## config.mk

```make
export PLATFORM = sky130hd
export DESIGN_NAME = pcr_regs
export DESIGN_NICKNAME = d
export VERILOG_FILES = /design/src/pcr_pkg.sv /design/src/pcr_wr_if.sv /design/src/pcr_tw_rx.sv /design/src/pcr_regs.sv
export VERILOG_INCLUDE_DIRS = /design/src
export SDC_FILE = /design/constraint.sdc
export NUM_CORES = 1
export LEC_CHECK = 0
export ABC_AREA = 1
export BUFFER_PORTS_ARGS = -buffer_cell sky130_fd_sc_hd__buf_2
export CAP_MARGIN = 0
export CORE_MARGIN = 2
export CORE_UTILIZATION = 51
export DETAILED_ROUTE_END_ITERATION = 7
export PLACE_DENSITY = 0.68
export RECOVER_POWER = 100
export SLEW_MARGIN = 10
export SYNTH_ARGS = -nofsm -noshare
export SYNTH_HDL_FRONTEND = slang
export SYNTH_SLANG_ARGS = --single-unit
```

## constraint.sdc

```tcl
create_clock -name sys_clk -period 2.7 [get_ports sys_clk]
set_input_delay 0.81 -clock sys_clk [delete_from_list [all_inputs] [get_ports sys_clk]]
set_output_delay 0.81 -clock sys_clk [all_outputs]
set_load 0.03 [all_outputs]
```

## src/pcr_cfg.svh

```systemverilog
// Offsets, field positions, reset values and address constants of the clock config registers
`ifndef PCR_CFG_SVH
`define PCR_CFG_SVH
// Register subaddresses
`define PCR_SUB_LOOP 8'h0A
`define PCR_SUB_DIV_HI 8'h0B
`define PCR_SUB_DIV_LO 8'h0C
`define PCR_SUB_PHA 8'h0D
`define PCR_SUB_PHB 8'h0E
// Field positions inside the data byte
`define PCR_RES_LSB 0
`define PCR_GAIN_LSB 3
`define PCR_DIVHI_LSB 1
`define PCR_PAR_BIT 0
`define PCR_PHASE_LSB 0
`define PCR_CKSRC_BIT 5
`define PCR_CK2EN_BIT 5
`define PCR_STEER_BIT 6
// Reset values
`define PCR_RES_RST 3'h3
`define PCR_GAIN_RST 2'h0
`define PCR_DIV_RST 12'h320
`define PCR_PHASE_RST 5'h00
`define PCR_KOHM_RST 8'h10
`define PCR_MHZV_RST 6'h0F
// Fixed upper bits of the target address byte
`define PCR_I2C_ADDR_HI 5'h13
// Three-wire frame length in bits
`define PCR_TW_BITS 5'h10
`endif

```

## src/pcr_pkg.sv

```systemverilog
// Types shared by the clock config register modules
package pcr_pkg;
	// Target byte phase
	typedef enum logic [2:0] {
		PCR_ST_IDLE = 3'b000,
		PCR_ST_ADDR = 3'b001,
		PCR_ST_SUB = 3'b010,
		PCR_ST_DATA = 3'b011,
		PCR_ST_SKIP = 3'b100
	} pcr_i2c_st_e;
	typedef logic [7:0] pcr_byte_t;
endpackage : pcr_pkg

```

## src/pcr_wr_if.sv

```systemverilog
// Register write carrier between a serial receiver and the register store
`timescale 1ns/1ps
`default_nettype none
interface pcr_wr_if;
	logic wr_stb; // One-cycle write pulse
	logic [7:0] wr_addr; // Register subaddress
	logic [7:0] wr_data; // Register data
	modport src (output wr_stb, output wr_addr, output wr_data);
	modport dst (input wr_stb, input wr_addr, input wr_data);
endinterface : pcr_wr_if
`default_nettype wire

```

## src/pcr_tw_rx.sv

```systemverilog
// Three-wire serial receiver: address byte then data byte, committed at strobe release
`timescale 1ns/1ps
`default_nettype none
`include "pcr_cfg.svh"
module pcr_tw_rx
	import pcr_pkg::*;
(
	input wire logic sys_clk,
	input wire logic reset,
	input wire logic sclk_s,
	input wire logic sdata_s,
	input wire logic strobe_n_s,
	pcr_wr_if.src wr
);
	logic sclk_p_q; // Previous serial clock sample
	logic strobe_p_q; // Previous strobe sample
	logic [15:0] shift_q; // Address and data shifter
	logic [4:0] cnt_q; // Bits taken, saturating above a frame
	logic stb_q;
	pcr_byte_t addr_q;
	pcr_byte_t data_q;

	// Edge history of the already synchronised pins
	always_ff @(posedge sys_clk) begin
		if (reset) begin
			sclk_p_q <= 1'b0;
			strobe_p_q <= 1'b1;
		end else begin
			sclk_p_q <= sclk_s;
			strobe_p_q <= strobe_n_s;
		end
	end

	// Shift MSB first on rising clock while the strobe is low
	always_ff @(posedge sys_clk) begin
		if (reset) begin
			shift_q <= 16'h0000;
			cnt_q <= 5'h00;
		end else if (strobe_p_q && !strobe_n_s) begin
			cnt_q <= 5'h00; // Strobe taken: new frame
		end else if (!strobe_n_s && sclk_s && !sclk_p_q) begin
			shift_q <= {shift_q[14:0], sdata_s};
			if (cnt_q <= `PCR_TW_BITS) begin
				cnt_q <= cnt_q + 5'h01;
			end
		end
	end

	// Commit on strobe release; a short or long frame is dropped
	always_ff @(posedge sys_clk) begin
		if (reset) begin
			stb_q <= 1'b0;
			addr_q <= 8'h00;
			data_q <= 8'h00;
		end else begin
			stb_q <= 1'b0;
			if (!strobe_p_q && strobe_n_s && cnt_q == `PCR_TW_BITS) begin
				stb_q <= 1'b1;
				addr_q <= shift_q[15:8];
				data_q <= shift_q[7:0];
			end
		end
	end

	assign wr.wr_stb = stb_q;
	assign wr.wr_addr = addr_q;
	assign wr.wr_data = data_q;
endmodule : pcr_tw_rx
`default_nettype wire

```

## src/pcr_regs.sv

```systemverilog
// Clock generator config registers with I2C target and three-wire write paths
// Contract
// - Resistance code maps hi-Z,128,32,16,8,4,2,1k
// - Gain code maps 15,20,35,50 MHz/V
// - Defaults: resistance 16k, gain 15 MHz/V
// - Divider twelve bits, default 800
// - Divider LSB encodes even or odd
// - Mode 1 parity change needs two loads
// - Supply reset loads all defaults
// - Power-down leaves register contents intact
// - Source bit: 0 internal, 1 external clock
// - Second clock unused while enable is 0
// - Phase equals code times 11.25 degrees
// - Steering bit picks clock on first pin
// - Source, enable, phases, steering default zero
// - Answer only address 1001 1xx0
// - Address bits two, one from straps
// - Write only; direction bit is 0
// - Mode 0: subaddress then data, acked
// - Three-wire: address byte then data byte
// - Strobe frames and selects three-wire transfer; here strobe only frames, bus_sel_3w selects
`timescale 1ns/1ps
`default_nettype none
`include "pcr_cfg.svh"
module pcr_regs
	import pcr_pkg::*;
(
	input wire logic sys_clk,
	input wire logic reset,
	input wire logic i2c_scl,
	input wire logic i2c_sda_in,
	output logic i2c_sda_out,
	output logic i2c_sda_oe_n,
	input wire logic tw_sclk,
	input wire logic tw_sdata,
	input wire logic serial_latch_strobe_n,
	input wire logic slave_id_strap_low,
	input wire logic slave_id_strap_high,
	input wire logic bus_sel_3w,
	input wire logic i2c_seq_mode,
	input wire logic pwrdn,
	output logic powered_down,
	output logic [2:0] filter_res_sel,
	output logic filter_res_hiz,
	output logic [7:0] filter_res_kohm,
	output logic [1:0] osc_gain_sel,
	output logic [5:0] osc_gain_mhz_per_v,
	output logic [11:0] feedback_divider,
	output logic clk_src_ext,
	output logic second_clk_en,
	output logic [4:0] phase_first,
	output logic [4:0] phase_second,
	output logic [15:0] phase_first_cdeg,
	output logic [15:0] phase_second_cdeg,
	output logic out_steer_second
);
	// Decoding shared by both phase fields
	function automatic logic [15:0] pcr_phase_cdeg(input logic [4:0] code);
		return 16'({11'h000, code} * 16'h0465);
	endfunction : pcr_phase_cdeg

	// Resistance in kilohm, zero for the open setting
	function automatic logic [7:0] pcr_res_kohm(input logic [2:0] code);
		logic [7:0] k;
		k = 8'h00;
		case (code)
			3'h1: k = 8'h80;
			3'h2: k = 8'h20;
			3'h3: k = 8'h10;
			3'h4: k = 8'h08;
			3'h5: k = 8'h04;
			3'h6: k = 8'h02;
			3'h7: k = 8'h01;
			default: k = 8'h00;
		endcase
		return k;
	endfunction : pcr_res_kohm

	localparam int SYNC_W = 7; // Pins passing the two-flop synchroniser

	logic [SYNC_W-1:0] pins; // Raw asynchronous pins
	logic [SYNC_W-1:0] sync1_q; // First stage, read only by second
	logic [SYNC_W-1:0] sync2_q; // Second stage, safe to use
	logic scl_s, sda_s, sclk_s, sdata_s, strobe_s, strap_lo_s, strap_hi_s, sel_s;
	logic pwrdn_s;

	assign pins = {slave_id_strap_high, slave_id_strap_low, bus_sel_3w,
		serial_latch_strobe_n, tw_sdata, tw_sclk, i2c_scl};

	// Two flops on every pin from outside the clock domain except i2c_seq_mode, which is used unsynchronised
	always_ff @(posedge sys_clk) begin
		if (reset) begin
			// Idle levels: I2C clock and strobe high, so no false edge follows reset
			sync1_q <= 7'h09;
			sync2_q <= 7'h09;
		end else begin
			sync1_q <= pins;
			sync2_q <= sync1_q;
		end
	end

	// Data line and power-down get their own pair
	logic [1:0] aux1_q;
	logic [1:0] aux2_q;
	always_ff @(posedge sys_clk) begin
		if (reset) begin
			aux1_q <= 2'h1;
			aux2_q <= 2'h1;
		end else begin
			aux1_q <= {pwrdn, i2c_sda_in};
			aux2_q <= aux1_q;
		end
	end

	assign scl_s = sync2_q[0];
	assign sclk_s = sync2_q[1];
	assign sdata_s = sync2_q[2];
	assign strobe_s = sync2_q[3];
	assign sel_s = sync2_q[4];
	assign strap_lo_s = sync2_q[5];
	assign strap_hi_s = sync2_q[6];
	assign sda_s = aux2_q[0];
	assign pwrdn_s = aux2_q[1];

	// Three-wire receiver
	pcr_wr_if tw_wr ();
	pcr_tw_rx u_tw_rx (
		.sys_clk(sys_clk),
		.reset(reset),
		.sclk_s(sclk_s),
		.sdata_s(sdata_s),
		.strobe_n_s(strobe_s),
		.wr(tw_wr)
	);

	// I2C target state
	pcr_i2c_st_e st_q;
	logic scl_p_q, sda_p_q; // Previous line samples
	logic [3:0] bit_cnt_q; // Bits of the current byte
	pcr_byte_t shift_q; // Byte being received
	pcr_byte_t sub_q; // Current subaddress
	logic ack_q; // In the acknowledge slot
	logic drv_q; // Pulling the data line low
	logic i2c_stb_q; // One-cycle write pulse
	pcr_byte_t i2c_addr_q;
	pcr_byte_t i2c_data_q;
	logic start_c, stop_c, scl_rise, scl_fall, addr_hit;
	pcr_byte_t own_addr;

	assign start_c = scl_s && scl_p_q && sda_p_q && !sda_s;
	assign stop_c = scl_s && scl_p_q && !sda_p_q && sda_s;
	assign scl_rise = scl_s && !scl_p_q;
	assign scl_fall = !scl_s && scl_p_q;
	assign own_addr = {`PCR_I2C_ADDR_HI, strap_hi_s, strap_lo_s, 1'b0};
	assign addr_hit = (shift_q == own_addr);

	// Line history for start, stop and clock edges
	always_ff @(posedge sys_clk) begin
		if (reset) begin
			scl_p_q <= 1'b1;
			sda_p_q <= 1'b1;
		end else begin
			scl_p_q <= scl_s;
			sda_p_q <= sda_s;
		end
	end

	// Byte sequencer: address, then subaddress and data pairs, or in mode 1 one subaddress and a data stream
	always_ff @(posedge sys_clk) begin
		if (reset) begin
			st_q <= PCR_ST_IDLE;
			bit_cnt_q <= 4'h0;
			shift_q <= 8'h00;
			sub_q <= 8'h00;
			ack_q <= 1'b0;
			drv_q <= 1'b0;
			i2c_stb_q <= 1'b0;
			i2c_addr_q <= 8'h00;
			i2c_data_q <= 8'h00;
		end else begin
			i2c_stb_q <= 1'b0;
			if (start_c) begin
				// Start or repeated start
				st_q <= PCR_ST_ADDR;
				bit_cnt_q <= 4'h0;
				ack_q <= 1'b0;
				drv_q <= 1'b0;
			end else if (stop_c) begin
				st_q <= PCR_ST_IDLE;
				ack_q <= 1'b0;
				drv_q <= 1'b0;
			end else if (st_q != PCR_ST_IDLE && st_q != PCR_ST_SKIP) begin
				if (scl_fall && ack_q) begin
					// Acknowledge slot over, free the line
					ack_q <= 1'b0;
					drv_q <= 1'b0;
					bit_cnt_q <= 4'h0;
				end else if (scl_rise && !ack_q && bit_cnt_q != 4'h8) begin
					shift_q <= {shift_q[6:0], sda_s};
					bit_cnt_q <= bit_cnt_q + 4'h1;
				end else if (scl_fall && !ack_q && bit_cnt_q == 4'h8) begin
					case (st_q)
						PCR_ST_ADDR: begin
							// Foreign address or read request: stay silent
							if (addr_hit) begin
								ack_q <= 1'b1;
								drv_q <= 1'b1;
								st_q <= PCR_ST_SUB;
							end else begin
								st_q <= PCR_ST_SKIP;
							end
						end
						PCR_ST_SUB: begin
							sub_q <= shift_q;
							ack_q <= 1'b1;
							drv_q <= 1'b1;
							st_q <= PCR_ST_DATA;
						end
						PCR_ST_DATA: begin
							i2c_stb_q <= 1'b1;
							i2c_addr_q <= sub_q;
							i2c_data_q <= shift_q;
							ack_q <= 1'b1;
							drv_q <= 1'b1;
							// Mode 1 streams data with auto-increment
							if (i2c_seq_mode) begin
								sub_q <= sub_q + 8'h01;
							end else begin
								st_q <= PCR_ST_SUB;
							end
						end
						default: st_q <= PCR_ST_IDLE;
					endcase
				end
			end
		end
	end

	// Open-drain data line: low while acknowledging
	always_ff @(posedge sys_clk) begin
		if (reset) begin
			i2c_sda_out <= 1'b0;
			i2c_sda_oe_n <= 1'b1;
		end else begin
			i2c_sda_out <= 1'b0;
			i2c_sda_oe_n <= !drv_q;
		end
	end

	// Exactly one write source, steered by the bus select pin
	logic wr_stb;
	pcr_byte_t wr_addr;
	pcr_byte_t wr_data;
	logic wr_mode1;
	assign wr_stb = sel_s ? tw_wr.wr_stb : i2c_stb_q;
	assign wr_addr = sel_s ? tw_wr.wr_addr : i2c_addr_q;
	assign wr_data = sel_s ? tw_wr.wr_data : i2c_data_q;
	assign wr_mode1 = !sel_s && i2c_seq_mode;

	// Register store; reset stands for supply power-up, power-down is ignored here
	logic [2:0] div_hi_q; // Staged divider bits 11..9
	logic par_stage_q; // Staged parity bit
	logic par_armed_q; // First of two mode 1 loads seen
	logic [11:0] div_new;
	logic par_change;
	assign div_new = {div_hi_q, wr_data, par_stage_q};
	assign par_change = par_stage_q != feedback_divider[`PCR_PAR_BIT];

	always_ff @(posedge sys_clk) begin
		if (reset) begin
			filter_res_sel <= `PCR_RES_RST;
			osc_gain_sel <= `PCR_GAIN_RST;
			feedback_divider <= `PCR_DIV_RST;
			div_hi_q <= 3'(`PCR_DIV_RST >> 9);
			par_stage_q <= 1'b0;
			par_armed_q <= 1'b0;
			clk_src_ext <= 1'b0;
			second_clk_en <= 1'b0;
			phase_first <= `PCR_PHASE_RST;
			phase_second <= `PCR_PHASE_RST;
			out_steer_second <= 1'b0;
		end else if (wr_stb) begin
			case (wr_addr)
				`PCR_SUB_LOOP: begin
					filter_res_sel <= wr_data[`PCR_RES_LSB +: 3];
					osc_gain_sel <= wr_data[`PCR_GAIN_LSB +: 2];
				end
				`PCR_SUB_DIV_HI: begin
					div_hi_q <= wr_data[`PCR_DIVHI_LSB +: 3];
					par_stage_q <= wr_data[`PCR_PAR_BIT];
				end
				`PCR_SUB_DIV_LO: begin
					// Mode 1 parity change: first load only arms
					if (wr_mode1 && par_change && !par_armed_q) begin
						par_armed_q <= 1'b1;
					end else begin
						feedback_divider <= div_new;
						par_armed_q <= 1'b0;
					end
				end
				`PCR_SUB_PHA: begin
					phase_first <= wr_data[`PCR_PHASE_LSB +: 5];
					clk_src_ext <= wr_data[`PCR_CKSRC_BIT];
				end
				`PCR_SUB_PHB: begin
					phase_second <= wr_data[`PCR_PHASE_LSB +: 5];
					second_clk_en <= wr_data[`PCR_CK2EN_BIT];
					out_steer_second <= wr_data[`PCR_STEER_BIT];
				end
				default: ;
			endcase
		end
	end

	// Decoded views of the settings, one cycle behind the store
	always_ff @(posedge sys_clk) begin
		if (reset) begin
			filter_res_hiz <= 1'b0;
			filter_res_kohm <= `PCR_KOHM_RST;
			osc_gain_mhz_per_v <= `PCR_MHZV_RST;
			phase_first_cdeg <= 16'h0000;
			phase_second_cdeg <= 16'h0000;
			powered_down <= 1'b0;
		end else begin
			filter_res_hiz <= (filter_res_sel == 3'h0);
			filter_res_kohm <= pcr_res_kohm(filter_res_sel);
			case (osc_gain_sel)
				2'h0: osc_gain_mhz_per_v <= 6'h0F;
				2'h1: osc_gain_mhz_per_v <= 6'h14;
				2'h2: osc_gain_mhz_per_v <= 6'h23;
				default: osc_gain_mhz_per_v <= 6'h32;
			endcase
			phase_first_cdeg <= pcr_phase_cdeg(phase_first);
			phase_second_cdeg <= pcr_phase_cdeg(phase_second);
			powered_down <= pwrdn_s;
		end
	end
endmodule : pcr_regs
`default_nettype wire

```

==> results of run 1 <==
layout by cell type, fill, tap and decap left out, types with 4 or more instances in the layout:
master,netlist,final
sky130_fd_sc_hd__nand2_1,246,247
sky130_fd_sc_hd__or2_2,10,10
sky130_fd_sc_hd__clkbuf_16,0,17
sky130_fd_sc_hd__inv_1,114,116
sky130_fd_sc_hd__nand3_1,58,59
sky130_fd_sc_hd__ha_1,53,53
sky130_fd_sc_hd__buf_4,7,6
sky130_fd_sc_hd__nor2_1,230,231
sky130_fd_sc_hd__fa_1,4,4
sky130_fd_sc_hd__dfxtp_1,184,184
sky130_fd_sc_hd__clkbuf_1,19,84
sky130_fd_sc_hd__o21ai_0,65,65
sky130_fd_sc_hd__buf_2,6,10
sky130_fd_sc_hd__nor2_2,1,4
sky130_fd_sc_hd__a21oi_1,61,61
sky130_fd_sc_hd__mux2i_1,4,4
sky130_fd_sc_hd__nand2_2,9,8
sky130_fd_sc_hd__o21bai_1,4,4
sky130_fd_sc_hd__inv_2,7,4
sky130_fd_sc_hd__o21a_1,4,4
sky130_fd_sc_hd__bufinv_16,0,5
sky130_fd_sc_hd__nand4_1,24,24
sky130_fd_sc_hd__nor3_1,5,5
worst reg2reg max path, cell delays in order (launching register included):
cell                      delay (ps)
sky130_fd_sc_hd__dfxtp_1         480
sky130_fd_sc_hd__ha_1            220
sky130_fd_sc_hd__ha_1            160
sky130_fd_sc_hd__fa_1            410
sky130_fd_sc_hd__ha_1            380
sky130_fd_sc_hd__nand2_1         100
sky130_fd_sc_hd__nor2_1          160
sky130_fd_sc_hd__nand2_1          80
sky130_fd_sc_hd__nand3_1         130
sky130_fd_sc_hd__nand3_1         100
sky130_fd_sc_hd__nand2_1          70
sky130_fd_sc_hd__a21oi_1          40
per-stage QoR:
stage | setup slack [ps] | area (µm²)
final | 253 | 9470
after global routing | 56.0 | 9470
after CTS | 278 | 9660
after detailed placement | 343 | 9020
after global placement | 391 | 9020
after floorplan | 138 | 8390
sequential cells by signal (all words and copies together), names as in the netlist, 4 cells and up:
register            count
sync2_q                 7
u_tw_rx.wr.wr_addr      8
sub_q                   8
i2c_data_q              8
filter_res_kohm         7
i2c_addr_q              8
osc_gain_mhz_per_v      6
feedback_divider       12
sync1_q                 7
phase_second_cdeg      16
bit_cnt_q               4
shift_q                 8
phase_first             5
u_tw_rx.wr.wr_data      8
phase_second            5
phase_first_cdeg       16
u_tw_rx.shift_q        16
u_tw_rx.cnt_q           5
worst max path at each step:
| stage | endpoint | slack, ps | cells past startpoint |
|---|---|---|---|
| after floorplan | phase_second_cdeg[13] | 140 | 13 |
| after global placement | phase_second_cdeg[13] | 390 | 11 |
| after detailed placement | phase_first_cdeg[12] | 340 | 11 |
| after CTS | phase_first_cdeg[12] | 280 | 11 |
| after global routing | phase_first_cdeg[13] | 60 | 14 |
| final | phase_first_cdeg[12] | 250 | 11 |
cells in the mapped netlist (2+ instances only):
library cell / count
sky130_fd_sc_hd__inv_1: 114
sky130_fd_sc_hd__nor2_4: 5
sky130_fd_sc_hd__buf_1: 4
sky130_fd_sc_hd__clkbuf_1: 19
sky130_fd_sc_hd__inv_2: 7
sky130_fd_sc_hd__mux2i_1: 4
sky130_fd_sc_hd__a21oi_1: 61
sky130_fd_sc_hd__nor2_1: 230
sky130_fd_sc_hd__nand2_1: 246
sky130_fd_sc_hd__ha_1: 53
sky130_fd_sc_hd__fa_1: 4
sky130_fd_sc_hd__o21ai_0: 65
sky130_fd_sc_hd__o21bai_1: 4
sky130_fd_sc_hd__nand2_2: 9
sky130_fd_sc_hd__xor2_1: 2
sky130_fd_sc_hd__buf_2: 6
sky130_fd_sc_hd__o21a_1: 4
sky130_fd_sc_hd__nor3_1: 5
sky130_fd_sc_hd__dfxtp_1: 184
sky130_fd_sc_hd__nand3b_1: 3
sky130_fd_sc_hd__nand4_1: 24
sky130_fd_sc_hd__buf_4: 7
sky130_fd_sc_hd__nand3_1: 58
sky130_fd_sc_hd__or2_2: 10
layer usage:
layer | track usage (%) | vias to the layer above
met2 | 35.2 | 124
li1 | - | 3775
met4 | 5.79 | 0
met3 | 5.31 | 18
met1 | 26.7 | 3228
met5 | 0 | -
area by class of cell:
type,count,area (µm²),share of cell area (%)
flip-flops and latches,184,3680,38.9
clock buffers,21,450,4.76
well taps,216,270,2.85
multi-input cells,798,3990,42.2
repair buffers,100,414,4.37
inverters,122,463,4.89
clock inverters,11,194,2.05
power by group:
| part | switching (mW) | internal [mW] |
|---|---|---|
| logic | 0.100 | 0.0432 |
| clock network | 1.06 | 1.67 |
| registers | 0.0100 | 2.73 |
| total | 1.17 | 4.44 |
logic make-up (layout without fill, tap and decap cells):
family | after synthesis | after routing | synth area share [%]
AO/OA/AOI/OAI | 138 | 138 | 8.65
XOR/XNOR | 3 | 3 | 0.313
adder cells (fa/ha/maj) | 57 | 57 | 8.86
buffers and inverters | 160 | 254 | 7.85
flip-flops | 184 | 184 | 43.9
multiplexers | 4 | 4 | 0.477
other | 1 | 2 | 0.0447
AND/OR/NAND/NOR | 594 | 594 | 29.9
==> impl_metrics.py, run 1 <==
metrics = {
    "drt": {
        "highest-signal-layer": "met4",
        "ant_nets": 0,
        "routed_wire_length_per_instance_um": 12.2,
        "met1_length_mm": 8.28,
        "drt-initial-drc-count": 453,
        "num_vias": 7145,
        "wl_met3_um": 661,
        "firstDrtPassIters": 5,
        "routed_wirelength_mm": 17.7,
        "drc_violations": 0,
        "vias_per_cell": 4.92,
        "route.met2.wl_mm": 8.51,
    },
    "grt": {
        "grt_antenna_before_repair": 0,
        "gr_usage_total_pct": 20.9,
        "number_of_global_route_vias_before_repair": 6599,
        "grt_max_degree": 57,
        "grt_first_pass_wirelength_mm": 30.2,
        "grt.overflow.total": 0,
    },
    "clocking": {
        "post-cts-setup-buffer-count": 0,
        "tritoncts.num_buffers": 17,
        "max-clock-path-buffers": 2,
        "post_cts_hold_buffer_count": 0,
        "clock-sinks": 184,
        "tritoncts": "built",
        "cts_root_buffer": "sky130_fd_sc_hd__clkbuf_16",
        "post_cts_resize_count": 0,
        "htreeDepth": 4,
        "worst_skew_pair.late_latency_ps": 440,
        "cts.clk_slew.worst_paths_ps": 70,
    },
    "setup_path": {
        "timing.critical_path.cells": "ha_1, ha_1, fa_1, ha_1, nand2_1, nor2_1, nand2_1, nand3_1, nand3_1, nand2_1, a21oi_1",
        "worst_path_max_delay_cell": "sky130_fd_sc_hd__dfxtp_1",
        "crit_path_max_fanout": 8,
        "path_class": "reg2reg",
        "timing.rr.end": "phase_first_cdeg[12]",
        "path_buf_inv": 0,
        "critical_path.endpoint_type": "flop",
        "timing.critical_path.from_type": "flop",
        "critical_path_arrival_ps": 2770,
        "cp_slowest_stage_delay_ps": 480,
        "reg2regPathDepth": 11,
        "reg2reg_setup_slack_ps": 250,
        "setup.worst_path.start": "phase_first[4]",
        "crit-reg2reg-launch": "phase_first[4]",
        "cp_data_required_time_ps": 3030,
        "cpLargestDelayFamily": "adder cells",
    },
    "synthesis": {
        "syn-instance-count": 1141,
        "yosysSeqAreaShare_pct": 43.9,
        "synth-edff-count": 0,
        "synth-main-ff-cell": "sky130_fd_sc_hd__dfxtp_1",
        "yosysWarnings": 0,
        "synth_top_cell_by_area": "sky130_fd_sc_hd__dfxtp_1",
        "post_synth_main_area_contributors": "sky130_fd_sc_hd__dfxtp_1 44%, sky130_fd_sc_hd__nand2_1 11%, sky130_fd_sc_hd__nor2_1 10%",
        "synth_cell_types": 37,
        "synth_top_area_share_pct": 43.9,
        "async_sr_flop_fraction_pct": 0,
        "post_synth_instance_area_um2": 8390,
        "ys_ff_latch": 184,
        "syn_avg_cell_area_um2": 7.35,
    },
    "min_path": {
        "min-delay-start": "sync1_q[1]",
        "whs_endpoint": "sync2_q[1]",
        "kind_of_path_behind_the_tightest_hold_check": "reg2reg",
        "hold_path_cells": 2,
    },
    "power_and_ir_drop": {
        "leakagePower_nw": 4.24,
        "max-vdd-ir-drop_mv": 0.514,
        "report.power.total_mw": 5.61,
        "power_density_normalized_to_cell_area_nw_per_um2": 592,
    },
    "finish": {
        "nNetsFinal": 1292,
        "area_growth_syn_to_layout_pct": 12.9,
        "post_route_cells_drive_above_1_share_pct": 6.39,
        "post-route-util_pct": 59.2,
        "finish.cell_count_without_fillers": 1452,
        "layout.filler_cells": 1619,
        "n_antenna_cell": 0,
    },
    "floorplan": {
        "area_of_the_die_um2": 17500,
        "initial_utilization_pct": 52.4,
        "die_h_um": 132,
        "dieWidth_um": 132,
        "fp-row-count": 46,
        "core_um2": 16000,
        "floorplan.io_pins": 92,
    },
    "placed_design": {
        "port_buffers": 89,
        "cell_count_after_placement": 1420,
        "dp_hpwl_mm": 12.4,
        "finalWeightedCongestion": 0.846,
    },
    "timing": {
        "totalNegativeSetupSlack_ps": 0,
        "timing.clock.skew_ps": 9.09,
        "finalHoldViolCount": 0,
        "fmax_mhz": 409,
        "finalMaxSlewViolations": 0,
        "tightest_slew_ps": 1240,
        "hold_slack_ps": 402,
        "finalCritPeriodShare_pct": 90.6,
        "period_needed_ps": 2450,
        "setup_viol": 0,
        "slew_headroom_pct": 17.1,
        "setup_repair_after_global_routing_missed_its_margin": "false",
    },
    "run_status": {
        "run_status": "finished clean",
    },
    "flow_run": {
        "maxCapViolations": 0,
    },
}
(Power assumes the default switching activity.)
==> run 2, diff against run 1 <==
CELL_PAD_IN_SITES_DETAIL_PLACEMENT = 1   (was not set)
CELL_PAD_IN_SITES_GLOBAL_PLACEMENT = 2   (was not set)
CORE_UTILIZATION = 34   (was 51)
PLACE_DENSITY = 0.77   (was 0.68)
clock period = 2.35 ns   (was 2.7 ns; I/O delays follow)
==> run 2 against run 1 <==
Effect of this change: final cell count grew 8.7%; cell area rose by 4.8%; wire length grew 22%; critical endpoint is now phase_second_cdeg[13]; highest routed layer unchanged.
==> impl_metrics.py, run 2 (synthesis results as in run 1) <==
metrics = {
    "placed_design": {
        "port_buffers": 89,
        "finalWeightedCongestion": 0.766,
        "placed_area_um2": 9310,
        "dp_hpwl_mm": 15.7,
        "pre_cts_slack_ps": -8.21,
    },
    "run_status": {
        "run_status": "finished clean",
    },
    "min_path": {
        "hold_path_cells": 2,
        "kind_of_path_behind_the_tightest_hold_check": "reg2reg",
        "min-delay-start": "sync1_q[6]",
        "whs_endpoint": "sync2_q[6]",
    },
    "finish": {
        "post-route-cell-area_um2": 9920,
        "area_growth_syn_to_layout_pct": 18.4,
        "layout_common_cells": "240 x sky130_fd_sc_hd__nand2_1, 225 x sky130_fd_sc_hd__nor2_1, 179 x sky130_fd_sc_hd__dfxtp_1",
        "mostFrequentLayoutCell": "sky130_fd_sc_hd__nand2_1",
        "biggestRegsByFlops": "phase_first_cdeg (16), phase_second_cdeg (16), u_tw_rx.shift_q (16)",
        "post_route_cells_drive_above_1_share_pct": 11.0,
        "n_antenna_cell": 0,
        "nNetsFinal": 1312,
    },
    "floorplan": {
        "initial_utilization_pct": 34.6,
        "area_of_the_die_um2": 25900,
        "die_h_um": 161,
        "core_um2": 24200,
        "fp-row-count": 57,
        "floorplan.io_pins": 92,
        "dieWidth_um": 161,
    },
    "timing": {
        "finalCritPeriodShare_pct": 95.2,
        "setup_slack_ps": 113,
        "finalMaxSlewViolations": 0,
        "period_needed_ps": 2240,
        "timing.clock.skew_ps": 14.9,
        "setup_repair_after_global_routing_missed_its_margin": "true",
        "setup_viol": 0,
        "fmax_mhz": 447,
        "tightest_slew_ps": 922,
        "slew_headroom_pct": 37.9,
        "finalHoldViolCount": 0,
    },
    "power_and_ir_drop": {
        "power.switching_fraction_pct": 22.3,
        "max-vdd-ir-drop_mv": 0.407,
        "combinationalPowerShare_pct": 3.0,
        "cell_internal_pwr_mw": 4.91,
        "power.clock.fraction_pct": 47.2,
        "power_switching_mw": 1.41,
        "leakagePower_nw": 4.33,
        "seq_power_share_pct": 49.8,
        "power_density_normalized_to_cell_area_nw_per_um2": 637,
    },
    "clocking": {
        "post_cts_hold_buffer_count": 0,
        "cts_root_buffer": "sky130_fd_sc_hd__clkbuf_16",
        "htreeDepth": 4,
        "tritoncts": "built",
        "cts.clk_slew.worst_paths_ps": 70,
        "tritoncts.num_buffers": 17,
        "clock-sinks": 184,
        "worst_skew_pair.late_latency_ps": 430,
        "max-clock-path-buffers": 2,
    },
    "setup_path": {
        "reg2reg_setup_slack_ps": 110,
        "timing.critical_path.from_type": "flop",
        "crit-reg2reg-launch": "phase_second[3]",
        "path_class": "reg2reg",
        "timing.rr.end": "phase_second_cdeg[13]",
        "setup.worst_path.start": "phase_second[3]",
        "cp_data_required_time_ps": 2670,
        "critical_path_arrival_ps": 2550,
        "crit_path_max_fanout": 6,
        "critical_path.endpoint_type": "flop",
        "reg2regPathDepth": 12,
    },
    "drt": {
        "drt-initial-drc-count": 225,
        "drc_violations": 0,
        "ant_nets": 0,
        "routed_wire_length_per_instance_um": 13.7,
        "vias_per_cell": 4.65,
        "num_vias": 7338,
        "firstDrtPassIters": 4,
        "routed_wirelength_mm": 21.6,
    },
    "grt": {
        "grt_first_pass_wirelength_mm": 36.2,
        "grt_antenna_before_repair": 0,
        "grt_max_degree": 57,
        "grt.overflow.total": 0,
        "gr_usage_total_pct": 17.2,
        "number_of_global_route_vias_before_repair": 7190,
    },
    "flow_run": {
        "maxCapViolations": 0,
    },
}
run 2: cell type report:
class	instances	area [µm²]
tap	324	405
clock inverter	13	168
inverter	122	463
sequential	184	3690
fill	3087	14300
clock buffer	18	439
multi-input combinational	798	4160
timing repair buffer	120	594
run 2: stage by stage:
step / util, % / hold WS (ps) / power, mW / setup TNS [ps] / instances
floorplan: - / 388 / 3.35 / 0 / 1142
global placement: 38.4 / 393 / 3.41 / 0 / 1546
detailed placement: 38.4 / 395 / 3.41 / -8.21 / 1546
CTS: 40.9 / 400 / 6.43 / 0 / 1577
global route: 40.9 / 415 / 6.59 / -107 / 1579
finish: 40.9 / 396 / 6.32 / 0 / 1579
run 2: worst max-delay path by stage:
stage	to	slack (ps)
detailed placement	phase_second_cdeg[13]	-8
finish	phase_second_cdeg[13]	110
floorplan	phase_first_cdeg[9]	4
global placement	phase_second_cdeg[13]	60
CTS	phase_second_cdeg[14]	20
global route	phase_second_cdeg[13]	-30
run 2: worst max-delay path, cell delays in order, from the launching register on:
cell and delay [ps]:
sky130_fd_sc_hd__dfxtp_4 360, sky130_fd_sc_hd__inv_1 40, sky130_fd_sc_hd__ha_1 260, sky130_fd_sc_hd__inv_1 40
sky130_fd_sc_hd__ha_1 200, sky130_fd_sc_hd__fa_2 610, sky130_fd_sc_hd__nand2_1 110, sky130_fd_sc_hd__nor2_2 140
sky130_fd_sc_hd__nand3_1 100, sky130_fd_sc_hd__nand3_2 120, sky130_fd_sc_hd__nand2_1 60, sky130_fd_sc_hd__nand2_1 60
sky130_fd_sc_hd__nor2_1 40
run 2: power by group through the flow:
| stage | Combinational (mW) | Sequential [mW] | Clock [mW] |
|---|---|---|---|
| floorplan | 0.134 | 3.21 | 0 |
| global placement | 0.193 | 3.22 | 0 |
| detailed placement | 0.195 | 3.22 | 0 |
| CTS | 0.195 | 3.14 | 3.09 |
| global route | 0.218 | 3.15 | 3.23 |
| finish | 0.189 | 3.14 | 2.98 |
run 2: timing repair:
item / in CTS / in global routing
pin swaps: 0 / 9
setup buffers: 0 / 2
endpoints found under the setup margin: 2 / 16
gates resized for setup: 2 / 31
run 2: layer usage:
| metal | routed length, µm | global-route usage, % | share of wire (%) |
|---|---|---|---|
| met1 | 11000 | 23.5 | 51 |
| met2 | 9970 | 28.3 | 46 |
| met3 | 449 | 2.95 | 2.1 |
| met4 | 196 | 3.98 | 0.91 |
| met5 | 0 | 0 | 0 |
==> run 3, diff against run 2 <==
SYNTH_HIERARCHICAL = 1   (was not set)
==> run 3 against run 2 <==
Effect of this change: hold slack improved by 7.9 ps; setup slack better by 19 ps; final cell count increased by 2.4%; combinational power about the same; global-route usage decreased by 0.25 points; flip-flop and latch count is the same; total power is 2.7% lower; largest power group unchanged; clock skew decreased by 3.6 ps; sequential share of layout area fell by 0.99 points; register-to-register slack gained 20 ps; utilization fell by 0.24 points; synthesized area up 3.3%; highest routed layer unchanged.
==> impl_metrics.py, run 3 <==
metrics = {
    "run_status": {
        "run_status": "finished clean",
    },
    "synthesis": {
        "syn_avg_cell_area_um2": 7.42,
        "synth_fa_ha_area_share_pct": 8.58,
        "synth-edff-count": 0,
        "synth-main-ff-cell": "sky130_fd_sc_hd__dfxtp_1",
        "ys_ff_latch": 184,
        "ys_top_cells_by_count": "238 x sky130_fd_sc_hd__nand2_1, 217 x sky130_fd_sc_hd__nor2_1, 184 x sky130_fd_sc_hd__dfxtp_1, 130 x sky130_fd_sc_hd__inv_1, 69 x sky130_fd_sc_hd__nand3_1",
        "async_sr_flop_fraction_pct": 0,
        "largest_family_of_logic_cells_by_synthesized_area": "simple AND/OR/NAND/NOR gates",
        "post_synth_main_area_contributors": "sky130_fd_sc_hd__dfxtp_1 43%, sky130_fd_sc_hd__nand2_1 10%, sky130_fd_sc_hd__nor2_1 9.4%",
        "synth_cell_types": 40,
        "post_synth_mux_area_share_pct": 0.347,
        "area_share_of_and_or_nand_nor_cells_after_synthesis_pct": 32.0,
        "synth_top_area_share_pct": 42.5,
        "yosys.cell_count.top_type": "sky130_fd_sc_hd__nand2_1",
        "synth-xor-area-share_pct": 0.202,
        "synth_compound_gate_area_share_pct": 7.44,
        "yosysWarnings": 6,
        "synth_top_cell_by_area": "sky130_fd_sc_hd__dfxtp_1",
        "yosysSeqAreaShare_pct": 42.5,
        "syn-instance-count": 1168,
        "post_synth_instance_area_um2": 8660,
    },
    "clocking": {
        "cts_root_buffer": "sky130_fd_sc_hd__clkbuf_16",
        "cts.clk_slew.worst_paths_ps": 70,
        "tritoncts": "built",
        "htreeDepth": 4,
        "clock-sinks": 184,
        "worst_skew_pair.late_latency_ps": 430,
        "post_cts_hold_buffer_count": 0,
        "tritoncts.num_buffers": 17,
        "max-clock-path-buffers": 2,
    },
    "min_path": {
        "kind_of_path_behind_the_tightest_hold_check": "reg2reg",
    },
    "finish": {
        "biggestRegsByFlops": "phase_first_cdeg (16), phase_second_cdeg (16), u_tw_rx/shift_q (16)",
        "post-route-util_pct": 40.7,
        "nNetsFinal": 1343,
        "post_route_cells_drive_above_1_share_pct": 13.0,
        "post-route-cell-area_um2": 10200,
        "mostFrequentLayoutCell": "sky130_fd_sc_hd__nand2_1",
        "layout.filler_cells": 3170,
        "layout_common_cells": "233 x sky130_fd_sc_hd__nand2_1, 213 x sky130_fd_sc_hd__nor2_1, 177 x sky130_fd_sc_hd__dfxtp_1",
        "n_antenna_cell": 0,
        "finish.cell_count_without_fillers": 1617,
        "area_growth_syn_to_layout_pct": 18.0,
    },
    "floorplan": {
        "initial_utilization_pct": 34.5,
        "die_h_um": 164,
        "floorplan.io_pins": 92,
        "area_of_the_die_um2": 26800,
        "dieWidth_um": 164,
        "fp-row-count": 58,
        "core_um2": 25100,
    },
    "setup_path": {
        "timing.rr.end": "phase_second_cdeg[13]",
        "worst_path_most_repeated_cell": "sky130_fd_sc_hd__nand2_1",
        "path_class": "reg2reg",
        "cp_slowest_stage_delay_ps": 570,
        "crit-reg2reg-launch": "phase_second[4]",
        "reg2reg_setup_slack_ps": 130,
        "critical_path.endpoint_type": "flop",
        "cp_data_required_time_ps": 2710,
        "worst_path_max_delay_cell": "sky130_fd_sc_hd__fa_2",
        "timing.critical_path.from_type": "flop",
        "timing.critical_path.cells": "ha_1, ha_2, fa_2, ha_4, nand2_2, nand2_1, nand2_1, nand2_2, nand2_1, nand3_2, nand2_1, nand2_1, nor2_1",
        "reg2regPathDepth": 13,
        "critical_path.endpoint": "phase_second_cdeg[13]",
        "crit_path_max_fanout": 8,
        "critical_path_arrival_ps": 2580,
        "setup.worst_path.start": "phase_second[4]",
    },
    "grt": {
        "grt.overflow.total": 0,
        "grt_antenna_before_repair": 0,
        "gr_usage_total_pct": 16.9,
        "grt_first_pass_wirelength_mm": 36.6,
        "grt_max_degree": 64,
        "number_of_global_route_vias_before_repair": 7479,
    },
    "placed_design": {
        "dp_hpwl_mm": 16.1,
        "finalWeightedCongestion": 0.765,
        "port_buffers": 89,
        "placed_area_um2": 9560,
        "cell_count_after_placement": 1579,
    },
    "drt": {
        "drc_violations": 0,
        "vias_per_cell": 4.64,
        "routed_wirelength_mm": 22.0,
        "firstDrtPassIters": 6,
        "routed_wire_length_per_instance_um": 13.6,
        "ant_nets": 0,
        "drt-initial-drc-count": 314,
        "num_vias": 7496,
    },
    "timing": {
        "slew_headroom_pct": 45.4,
        "setup_viol": 0,
        "totalNegativeSetupSlack_ps": 0,
        "tightest_slew_ps": 819,
        "finalHoldViolCount": 0,
        "finalMaxSlewViolations": 0,
        "finalCritPeriodShare_pct": 94.4,
        "fmax_mhz": 451,
        "period_needed_ps": 2220,
        "timing.clock.skew_ps": 11.3,
    },
    "power_and_ir_drop": {
        "max-vdd-ir-drop_mv": 0.343,
        "leakagePower_nw": 4.52,
        "power_density_normalized_to_cell_area_nw_per_um2": 602,
    },
    "flow_run": {
        "maxCapViolations": 0,
    },
}
-- run 3: cell types whose count changed after synthesis, moves of 5 or more --
cell,previous run,this run
sky130_fd_sc_hd__inv_1,114,130
sky130_fd_sc_hd__nand4_1,24,31
sky130_fd_sc_hd__nand2_1,246,238
sky130_fd_sc_hd__a21oi_1,61,56
sky130_fd_sc_hd__buf_6,1,8
sky130_fd_sc_hd__nand3_1,58,69
sky130_fd_sc_hd__nand3b_1,3,18
sky130_fd_sc_hd__o21ai_0,65,54
sky130_fd_sc_hd__nor2_1,230,217
-- run 3: through the flow --
step	total power [mW]	setup WS [ps]	hold WS (ps)
6_report	6.15	132	404
5_1_grt	6.41	-23.3	421
4_1_cts	6.28	11.5	408
3_5_place_dp	3.42	-31.4	399
3_3_place_gp	3.42	46.4	390
2_1_floorplan	3.36	1.88	388
-- run 3: critical path, delay by kind of cell (launching register included) --
kind                       cells  cell delay (ps)
adders and majority gates      4             1170
DFF                            1              380
and+or+nand+nor                9              600
-- run 3: layout make-up --
type / instances / area (µm²) / share of cell area, %
multi-input cells: 805 / 4380 / 42.9
clock buffers: 19 / 433 / 4.24
inverters: 141 / 533 / 5.22
flip-flops and latches: 184 / 3700 / 36.2
well taps: 330 / 413 / 4.04
clock inverters: 13 / 136 / 1.33
repair buffers: 125 / 617 / 6.04
-- run 3: how the worst min path moves through the flow --
| stage | depth (start not counted) | to | slack [ps] | start |
|---|---|---|---|---|
| floorplan | 2 | aux2_q[1] | 390 | aux1_q[1] |
| global placement | 2 | sync2_q[2] | 390 | sync1_q[2] |
| detailed placement | 2 | powered_down | 400 | aux2_q[1] |
| CTS | 2 | powered_down | 410 | aux2_q[1] |
| global route | 2 | sync2_q[2] | 420 | sync1_q[2] |
| finish | 2 | powered_down | 400 | aux2_q[1] |
-- run 3: where the power goes --
part           internal [mW]  switching, mW  leakage, nW
logic                 0.0581          0.129         2.76
clock network           1.50           1.32        0.269
registers               3.13         0.0115         1.49
-- run 3: kinds of logic (layout without fill, tap and decap cells) --
logic type,count (synthesis),in the layout
simple gates,618,618
flops,184,184
buf+inv,180,298
compound gates,123,123
fa+ha+maj,57,57
mux,3,3
xor+xnor,2,2
other cells,1,2
-- run 3: metal layers --
layer  vias to the layer above  GRT usage, %  routed length [µm]
met5                         -             0                   0
met3                        12          2.36                 451
met1                      3501          21.5               10600
li1                       3910             -                   -
met2                        73          29.9               10800
met4                         0          4.47                 230
-- run 3: timing repair --
action / 4_1_cts / 5_1_grt
setup buffers: 0 / 6
pin swaps: 0 / 11
resized for setup: 1 / 50
endpoints found under the setup margin: 1 / 16
